<file path="config.mk">
export PLATFORM = sky130hd
export DESIGN_NAME = pwm7_timer
export DESIGN_NICKNAME = d
export VERILOG_FILES = /design/src/pwm7_pkg.sv /design/src/pwm7_timer.sv
export VERILOG_INCLUDE_DIRS = /design/src
export SDC_FILE = /design/constraint.sdc
export NUM_CORES = 1
export LEC_CHECK = 0
export ABC_CLOCK_PERIOD_IN_PS = 3300
export BUFFER_PORTS_ARGS = -buffer_cell sky130_fd_sc_hd__buf_2
export CAP_MARGIN = 20
export CORE_MARGIN = 4
export CORE_UTILIZATION = 53
export CTS_CLUSTER_SIZE = 14
export DETAILED_ROUTE_END_ITERATION = 8
export GPL_ROUTABILITY_DRIVEN = 1
export PLACE_DENSITY = 0.79
export SKIP_CTS_REPAIR_TIMING = 1
export SLEW_MARGIN = 20
export SYNTH_ARGS = -nofsm -noshare
export SYNTH_HDL_FRONTEND = slang
export SYNTH_SLANG_ARGS = --single-unit
</file>
<file path="constraint.sdc">
create_clock -name clock -period 3.3 [get_ports clock]
set_input_delay 0.825 -clock clock [delete_from_list [all_inputs] [get_ports clock]]
set_output_delay 0.825 -clock clock [all_outputs]
set_load 0.05 [all_outputs]
</file>
<file path="src/pwm7_params.svh">
// register map, field codes and reset values for the 7-bit pwm channel
`ifndef PWM7_PARAMS_SVH
`define PWM7_PARAMS_SVH
`define PWM7_ADDR_W 8
`define PWM7_OFF_MODE 8'h00
`define PWM7_OFF_PAIR 8'h04
`define PWM7_OFF_DUTY 8'h08
`define PWM7_OFF_STAT 8'h0c
`define PWM7_OFF_SYS 8'h10
`define PWM7_MODE_RST 8'h00
`define PWM7_PAIR_RST 8'h00
`define PWM7_SYS_RST 8'h00
`define PWM7_DUTY_RST 8'hff
`define PWM7_MODE_PWM 2'h2
`define PWM7_CNT_ZERO 7'h00
`define PWM7_CNT_LAST 7'h7f
`define PWM7_CNT_ONE 7'h01
`define PWM7_TCK_D11 3'h0
`define PWM7_TCK_D10 3'h1
`define PWM7_TCK_D8 3'h2
`define PWM7_TCK_D6 3'h3
`define PWM7_TCK_D4 3'h4
`define PWM7_TCK_D2 3'h5
`define PWM7_TCK_D1 3'h6
`define PWM7_TCK_D0 3'h7
`define PWM7_PRE_W 11
`define PWM7_PRE_ONE 11'h001
`define PWM7_FS_W 4
`define PWM7_FS_ONE 4'h1
`endif

</file>
<file path="src/pwm7_pkg.sv">
// types shared by the 7-bit pwm channel
`default_nettype none
package pwm7_pkg;
	typedef struct packed {
		logic [2:0] clock_select_field;
		logic [1:0] mode_field;
		logic external_input_select;
		logic double_buffer_enable;
		logic initial_level_bit;
	} pwm7_mode_s;
	typedef struct packed {
		logic [4:0] pad;
		logic cascade_bit;
		logic output_and_bit;
		logic channel_run_bit;
	} pwm7_pair_s;
	typedef struct packed {
		logic [5:0] pad;
		logic slow_mode;
		logic low_freq_divider_select;
	} pwm7_sys_s;
	typedef struct packed {
		logic [6:0] duty;
		logic add_pulse_bit;
	} pwm7_duty_s;
	typedef enum logic [1:0] {
		PWM7_ST_IDLE = 2'b01,
		PWM7_ST_RUN = 2'b10
	} pwm7_state_e;
endpackage : pwm7_pkg
`default_nettype wire

</file>
<file path="src/pwm7_timer.sv">
// 7-bit pwm channel with add-pulse stretch, double buffer and apb slave
//
// Behaviour
// - idle pin level follows the initial-level bit: 0 low, 1 high
// - stopped timer with pin routed drives the initial-level bit
// - output-and bit set: pin carries own output and sibling output
// - run bit set: counter advances once per selected source tick
// - low 7 count bits equal duty field: output leaves initial level
// - add-pulse set: every second duty match delayed one source count
// - add-pulse clear: no duty phase is ever stretched
// - count 128 overflows to zero, output returns to initial level
// - interrupt pulse only on even-numbered overflows
// - clearing run stops, zeroes counter, restores initial level
// - double-buffer bit 0 disables, 1 enables duty buffering
// - buffered running write waits for even overflow to load
// - buffered duty read returns last written value
// - stopped duty write updates active value at once, and the buffer too when buffering is enabled
// - unbuffered running write acts at once; lower value waits wrap
// - unbuffered write equal to count matches right after write
// - unbuffered write during stretch may give an off-grid edge
// - clock select picks gear or low-freq divider; slow mode limited
// - duty register: 7-bit duty high, add-pulse bit 0, resets ones
// - one output period is 128 source counts
`include "pwm7_params.svh"
`default_nettype none
module pwm7_timer
	import pwm7_pkg::*;
(
	input wire logic clock,
	input wire logic reset_n,
	input wire logic psel,
	input wire logic penable,
	input wire logic pwrite,
	input wire logic [31:0] paddr,
	input wire logic [31:0] pwdata,
	output logic [31:0] prdata,
	output logic pready,
	output logic pslverr,
	input wire logic low_freq_clock,
	input wire logic sibling_out,
	input wire logic port_function_sel,
	output logic pulse_out_pin,
	output logic pulse_out_oe,
	output logic channel_out,
	output logic channel_irq
);
	// registers
	pwm7_mode_s channel_mode_reg;
	pwm7_pair_s pair_control_reg;
	pwm7_sys_s system_control_reg;
	pwm7_duty_s duty_reg;
	pwm7_duty_s duty_buf;
	pwm7_state_e state;
	logic [6:0] count;
	logic level;
	logic even_phase;
	logic [`PWM7_PRE_W-1:0] prescale;
	logic [`PWM7_FS_W-1:0] fs_count;
	logic lf_meta;
	logic lf_sync;
	logic lf_prev;

	// apb decode
	wire [`PWM7_ADDR_W-1:0] reg_addr = paddr[`PWM7_ADDR_W-1:0];
	wire hi_zero = (paddr[31:`PWM7_ADDR_W] == 24'h000000);
	wire hit_mode = hi_zero && (reg_addr == `PWM7_OFF_MODE);
	wire hit_pair = hi_zero && (reg_addr == `PWM7_OFF_PAIR);
	wire hit_duty = hi_zero && (reg_addr == `PWM7_OFF_DUTY);
	wire hit_stat = hi_zero && (reg_addr == `PWM7_OFF_STAT);
	wire hit_sys = hi_zero && (reg_addr == `PWM7_OFF_SYS);
	wire hit_any = hit_mode | hit_pair | hit_duty | hit_stat | hit_sys;
	wire setup_ph = psel & ~penable;
	wire access_ok = psel & penable & pready & ~pslverr;
	wire wr_en = access_ok & pwrite;
	wire running = (state == PWM7_ST_RUN);

	// write strobes per register
	wire wr_mode = wr_en & hit_mode & ~running;
	wire wr_pair = wr_en & hit_pair;
	wire wr_duty = wr_en & hit_duty;
	wire wr_sys = wr_en & hit_sys;

	// run control, next state
	wire run_req = wr_pair ? pwdata[0] : pair_control_reg.channel_run_bit;
	wire start = run_req & ~running;
	wire stop = ~run_req & running;

	// read mux; buffered channel reads back the buffer
	wire [7:0] duty_rd = channel_mode_reg.double_buffer_enable ?
		duty_buf : duty_reg;
	wire [31:0] stat_rd = {21'h00000, even_phase, running, level,
		1'b0, count};
	wire [31:0] rd_mux =
		hit_mode ? {24'h000000, channel_mode_reg} :
		hit_pair ? {24'h000000, pair_control_reg} :
		hit_duty ? {24'h000000, duty_rd} :
		hit_sys ? {24'h000000, system_control_reg} :
		hit_stat ? stat_rd : 32'h00000000;

	// gear clock dividers from the free prescaler
	wire g_d1 = prescale[0];
	wire g_d2 = &prescale[1:0];
	wire g_d4 = &prescale[3:0];
	wire g_d6 = &prescale[5:0];
	wire g_d8 = &prescale[7:0];
	wire g_d10 = &prescale[9:0];
	wire g_d11 = &prescale[10:0];

	// low-freq edge; only the second, third and fourth stages are looked at
	wire lf_edge = lf_sync & ~lf_prev;
	wire f_d2 = lf_edge & (&fs_count[1:0]);
	wire f_d3 = lf_edge & (&fs_count[2:0]);
	wire f_d4 = lf_edge & (&fs_count[3:0]);

	// source clock select
	wire [2:0] tck = channel_mode_reg.clock_select_field;
	wire dv = system_control_reg.low_freq_divider_select;
	wire slow = system_control_reg.slow_mode;
	wire tick_normal =
		(tck == `PWM7_TCK_D11) ? (dv ? f_d4 : g_d11) :
		(tck == `PWM7_TCK_D10) ? (dv ? f_d3 : g_d10) :
		(tck == `PWM7_TCK_D8) ? g_d8 :
		(tck == `PWM7_TCK_D6) ? g_d6 :
		(tck == `PWM7_TCK_D4) ? g_d4 :
		(tck == `PWM7_TCK_D2) ? g_d2 :
		(tck == `PWM7_TCK_D1) ? g_d1 : 1'b1;
	// slow mode: other codes give no clock at all
	wire tick_slow =
		(tck == `PWM7_TCK_D11) ? f_d4 :
		(tck == `PWM7_TCK_D10) ? f_d3 :
		(tck == `PWM7_TCK_D0) ? f_d2 : 1'b0;
	wire src_tick = slow ? tick_slow : tick_normal;

	// counter and match
	wire cnt_wrap = running & src_tick &
		(count == `PWM7_CNT_LAST);
	wire stretch = duty_reg.add_pulse_bit & even_phase;
	// compare is live every clock, so an equal write matches at once
	wire [7:0] cmp_val = {1'b0, duty_reg.duty} +
		{7'h00, stretch};
	// toggle on the edge that brings count to the compare value, so
	// every phase is a whole number of source counts
	wire hit_next = running & src_tick & ~cnt_wrap &
		({1'b0, count + `PWM7_CNT_ONE} == cmp_val);
	// live compare only acts for a write equal to the running count or for a cmp_val of zero
	wire match = hit_next |
		(running & ({1'b0, count} == cmp_val));
	wire irq_evt = cnt_wrap & even_phase;
	wire tff = channel_mode_reg.initial_level_bit;

	// next values; stop clears at once, not a cycle later
	wire halt = ~running | stop;
	wire [6:0] next_count = halt ? `PWM7_CNT_ZERO :
		cnt_wrap ? `PWM7_CNT_ZERO :
		src_tick ? count + `PWM7_CNT_ONE : count;
	wire next_level = halt ? tff :
		cnt_wrap ? tff :
		match ? ~tff : level;
	wire next_phase = (start | stop | ~running) ? 1'b0 :
		cnt_wrap ? ~even_phase : even_phase;
	wire own_pin = pair_control_reg.output_and_bit ?
		(level & sibling_out) : level;

	// duty write routing
	wire dbe = channel_mode_reg.double_buffer_enable;
	wire duty_act_wr = wr_duty & (~running | ~dbe);
	wire duty_buf_wr = wr_duty & dbe;
	wire duty_load = irq_evt & dbe & ~duty_act_wr;

	// apb handshake; no wait states, data held in flops
	always_ff @(posedge clock) begin
		if (!reset_n) begin
			pready <= 1'b0;
			pslverr <= 1'b0;
			prdata <= 32'h00000000;
		end else begin
			pready <= setup_ph;
			pslverr <= setup_ph & ~hit_any;
			if (setup_ph) begin
				prdata <= rd_mux;
			end
		end
	end

	// software registers
	always_ff @(posedge clock) begin
		if (!reset_n) begin
			channel_mode_reg <= `PWM7_MODE_RST;
			pair_control_reg <= `PWM7_PAIR_RST;
			system_control_reg <= `PWM7_SYS_RST;
		end else begin
			if (wr_mode) begin
				channel_mode_reg <= pwdata[7:0];
			end
			if (wr_pair) begin
				pair_control_reg <= {5'h00, pwdata[2:0]};
			end
			if (wr_sys) begin
				system_control_reg <= {6'h00, pwdata[1:0]};
			end
		end
	end

	// duty and its buffer, both reset to all ones
	always_ff @(posedge clock) begin
		if (!reset_n) begin
			duty_reg <= `PWM7_DUTY_RST;
			duty_buf <= `PWM7_DUTY_RST;
		end else begin
			if (duty_act_wr) begin
				duty_reg <= pwdata[7:0];
			end else if (duty_load) begin
				duty_reg <= duty_buf;
			end
			if (duty_buf_wr) begin
				duty_buf <= pwdata[7:0];
			end
		end
	end

	// run state
	always_ff @(posedge clock) begin
		if (!reset_n) begin
			state <= PWM7_ST_IDLE;
		end else begin
			case (state)
				PWM7_ST_IDLE: begin
					if (start) begin
						state <= PWM7_ST_RUN;
					end
				end
				PWM7_ST_RUN: begin
					if (stop) begin
						state <= PWM7_ST_IDLE;
					end
				end
				default: begin
					state <= PWM7_ST_IDLE;
				end
			endcase
		end
	end

	// counter, level and phase
	always_ff @(posedge clock) begin
		if (!reset_n) begin
			count <= `PWM7_CNT_ZERO;
			level <= 1'b0;
			even_phase <= 1'b0;
		end else begin
			count <= next_count;
			level <= next_level;
			even_phase <= next_phase;
		end
	end

	// prescalers and low-freq synchroniser
	always_ff @(posedge clock) begin
		if (!reset_n) begin
			prescale <= '0;
			fs_count <= '0;
			lf_meta <= 1'b0;
			lf_sync <= 1'b0;
			lf_prev <= 1'b0;
		end else begin
			prescale <= prescale + `PWM7_PRE_ONE;
			lf_meta <= low_freq_clock;
			lf_sync <= lf_meta;
			lf_prev <= lf_sync;
			if (lf_edge) begin
				fs_count <= fs_count + `PWM7_FS_ONE;
			end
		end
	end

	// pin stage; all outputs registered, so pin and channel_out are one clock behind level
	always_ff @(posedge clock) begin
		if (!reset_n) begin
			pulse_out_pin <= 1'b0;
			pulse_out_oe <= 1'b0;
			channel_out <= 1'b0;
			channel_irq <= 1'b0;
		end else begin
			pulse_out_pin <= own_pin;
			pulse_out_oe <= port_function_sel;
			channel_out <= level;
			channel_irq <= irq_evt;
		end
	end
endmodule : pwm7_timer
`default_nettype wire

</file>
==> summary by stage <==
Logic synthesis
The synthesized cell area is 4240 um2. After synthesis, the netlist uses 67 different library cells. The count of warnings emitted by yosys is 0. Counting flops with a built-in enable in the synthesized netlist gives 0. The post-synthesis instance total is ~460. Sequential elements use 35.41% of the synthesized area. The mean instance size in the synthesized netlist is 9.299 um2. The flip-flop and latch count after synthesis is 75. The share of synthesized registers carrying an async set or reset is 0%. In the synthesized netlist the dominant register cell turns out to be sky130_fd_sc_hd__dfxtp_1.

Finish
The final-stage net count is around 600. The library cell used most frequently in the layout, excluding fill and tap cells, is sky130_fd_sc_hd__dfxtp_1. The finished cells cover 4673 um2. In the final layout, the registers with the most flip-flops are prdata: 11 flops, prescale: 11 flops. The synthesis-to-layout area growth is 10.21%. 0 antenna diodes ended up in the layout. The number of standard cells in the layout, taps in and fillers out is 620. In the final layout, the share of cells above drive strength 1 is 22.01%. The top cell types in the final layout, fill and taps aside, are sky130_fd_sc_hd__dfxtp_1 (75), sky130_fd_sc_hd__buf_2 (64), sky130_fd_sc_hd__nand2_1 (48).

Drt
Before antenna repair, the detailed router went through 6 iterations. The final routed DRC violation total is 0. Once detail routing completed, the nets flagged for antenna violations numbered 0. The routed wire length is about 9800 um. After detailed routing, the average wire length per cell comes to ~16 um. The detailed-route vias per instance is around 5.6. The detailed router placed about 3500 vias in this run. For this block, the initial DRC count from the detailed router was 254.

Run status
The flow ran to the end, and the final reports show no timing, DRC or antenna violations.

Pwr
Net switching is 27.42% of the power. The switching power is about 500 uW. The clock network accounts for 39.6% of the total power. The worst voltage drop across the vdd grid is approximately 0.21 mV.

The cell area power density is around 390 nW/um2. Summed over all cells, the static leakage comes to 1.968 nW. The fraction of power consumed by combinational cells is about a tenth. In this run, flip-flops and latches consume roughly half of the power. Cell internal power was estimated by the tool at approximately 1.3 mW.

STA
The routed design could run at a clock period as short as roughly 2.8 ns. Setup violations remaining at the end of the flow were counted as 0. The number of endpoints with negative hold slack in the final report is 0. Setup repair after global routing left no endpoint under its margin.

The setup slack after layout is just under 0.5 ns. The headroom to the max-slew limit is between 50% and 60%. The max-slew violation count is 0. The maximum frequency from static timing analysis is 356.3 MHz. Dividing the final minimum period by the clock period gives 85.04%. Clock skew on the completed layout was measured at ~0.0095 ns.

The final total negative setup slack is 0 ns. The slew at the pin with the worst max-slew slack is approximately 0.63 ns.

Placement
The placed standard-cell area is roughly 4500 um2. Counting tap cells, the placed design contains a total of ~600 instances. The HPWL reported at the end of detailed placement is ~7300 um. Input and output buffers added on the ports amount to 64. The placer's final routability congestion estimate is ~0.91.

OpenSTA, run right after detailed placement, puts the worst setup slack at about 0.15 ns.

Clock network
The clock insertion delay at the later pin of the skew report is 0.36 ns. In this run the number of H-tree levels came out at 3. The number of buffers created by CTS is 9.

TritonCTS built the clock tree. The number of buffers on the longest clock path is 2. After clock tree synthesis, the clock-pin slew on the worst setup and hold paths is around 0.08 ns.

The library cell used as clock root buffer is sky130_fd_sc_hd__clkbuf_8. For this design, the sink count on the clock tree is 75.

Worst setup path
The endpoint required time on the critical path is ~3.5 ns. The arrival time of data at the critical path endpoint is between 3 and 4 ns. The maximum fanout along the worst path is 10. STA classifies the critical path startpoint as a primary input. The critical path in this run is classified as in2reg. The cell count of the worst reg-to-reg path is 10.

The worst setup path is captured at a flop.

Floorplanning
The floorplan step set the die width to a little under 100 um. For this design the top-level I/O count stands at 110. The full die area is 9496 um2.

The area inside the core boundary is between 7000 and 8000 um2. The initialized floorplan defines 32 standard-cell rows. The initial core utilization is 54.59%. Measured along the y axis, the die boundary spans 97.45 um.

GRT
The via count of the first global-routing pass is about 3300. The wire length of the first global-routing pass is between 15000 and 20000 um. The maximum number of pins on one net before global-route repair is between 40 and 50. The total global routing overflow is 0. Global routing used between 20% and 30% of the available tracks across all layers.

The initial antenna violation count is 0.

Hold path
Along the worst hold path, the cell count comes to 1. The classification of the worst-slack hold path is reg2reg.

Job
The count of maximum capacitance violations is 0.
-- per-stage QoR --
step                util (%)  power, mW  hold slack [ns]
global route           60.16      1.870           0.4562
CTS                    60.16      1.826           0.4491
floorplan                  -      1.084           0.4119
global placement       57.59      1.110           0.4168
finish                 60.16      1.812           0.4407
detailed placement     57.59      1.114           0.4284
-- cell type report --
class / count / area, um2
clock buffers: 9 / 123.9
flip-flops and latches: 75 / 1501
well taps: 102 / 127.6
inverters: 7 / 26.28
repair buffers: 70 / 365.4
fillers: 687 / 3094
multi-input cells: 350 / 2452
clock inverters: 7 / 76.32
-- logic make-up (layout without fill, tap and decap cells) --
kind of cell	after synthesis	count (layout)	synth area share, %
AO/OA/AOI/OAI	65	65	13.28
XOR/XNOR	30	30	6.196
adder cells (fa/ha/maj)	6	6	1.770
buffers and inverters	51	93	8.527
flip-flops	75	75	35.41
multiplexers	46	46	11.27
other	1	21	0.08844
AND/OR/NAND/NOR	182	182	23.46
-- routing by layer --
metal | GRT usage (%) | share of wire (%) | wire, um
met5 | 0 | 0 | 0
met4 | 9.265 | 2.1 | 206
met3 | 3.302 | 4.6 | 451
met2 | 34.84 | 49 | 4831
met1 | 25.88 | 44 | 4294
-- power by group through the flow --
stage	Sequential, mW	Clock, mW	Combinational, mW
floorplan	0.969	0	0.115
global placement	0.945	0	0.164
detailed placement	0.946	0	0.168
CTS	0.925	0.733	0.169
global route	0.926	0.762	0.181
finish	0.925	0.718	0.169
-- worst max-delay path, cell delays in order --
cell                      delay (ns)
sky130_fd_sc_hd__buf_2          0.10
sky130_fd_sc_hd__nor4_1         0.33
sky130_fd_sc_hd__nand2_1        0.16
sky130_fd_sc_hd__nor4_1         0.45
sky130_fd_sc_hd__buf_4          0.27
sky130_fd_sc_hd__nand3_1        0.45
sky130_fd_sc_hd__mux2i_1        0.35
sky130_fd_sc_hd__nand2_1        0.09
-- cells in the mapped netlist, types with 6 or more instances --
cell type                   n  share of area [%]
sky130_fd_sc_hd__nor4_1     9                1.3
sky130_fd_sc_hd__dfxtp_1   75                 35
sky130_fd_sc_hd__o211a_1    7                1.7
sky130_fd_sc_hd__nand2_1   48                4.2
sky130_fd_sc_hd__inv_1      7               0.62
sky130_fd_sc_hd__xor2_1    13                2.7
sky130_fd_sc_hd__and2_1    20                3.0
sky130_fd_sc_hd__nor2_1    23                2.0
sky130_fd_sc_hd__ha_1       6                1.8
sky130_fd_sc_hd__a21oi_1    9                1.1
sky130_fd_sc_hd__nor2b_1   18                2.7
sky130_fd_sc_hd__nor3_1     9                1.1
sky130_fd_sc_hd__a21boi_0   9                1.6
sky130_fd_sc_hd__xnor2_1   17                3.5
sky130_fd_sc_hd__clkbuf_1   9               0.80
sky130_fd_sc_hd__buf_4     22                3.9
sky130_fd_sc_hd__mux2i_1   32                7.6
sky130_fd_sc_hd__o21ai_0    7               0.83
sky130_fd_sc_hd__nand3_1   20                2.4
sky130_fd_sc_hd__mux2_2    14                3.7
sky130_fd_sc_hd__and3_1     6               0.89
-- worst paths after layout --
path	endpoint	slack [ns]	start
worst max register to register	level	0.56	even_phase
worst min register to register	lf_sync	0.44	lf_meta
worst max-delay path	duty_buf[4]	0.49	paddr[12]
worst min-delay path	lf_sync	0.44	lf_meta
No activity file was read; power rests on OpenSTA's default activity.
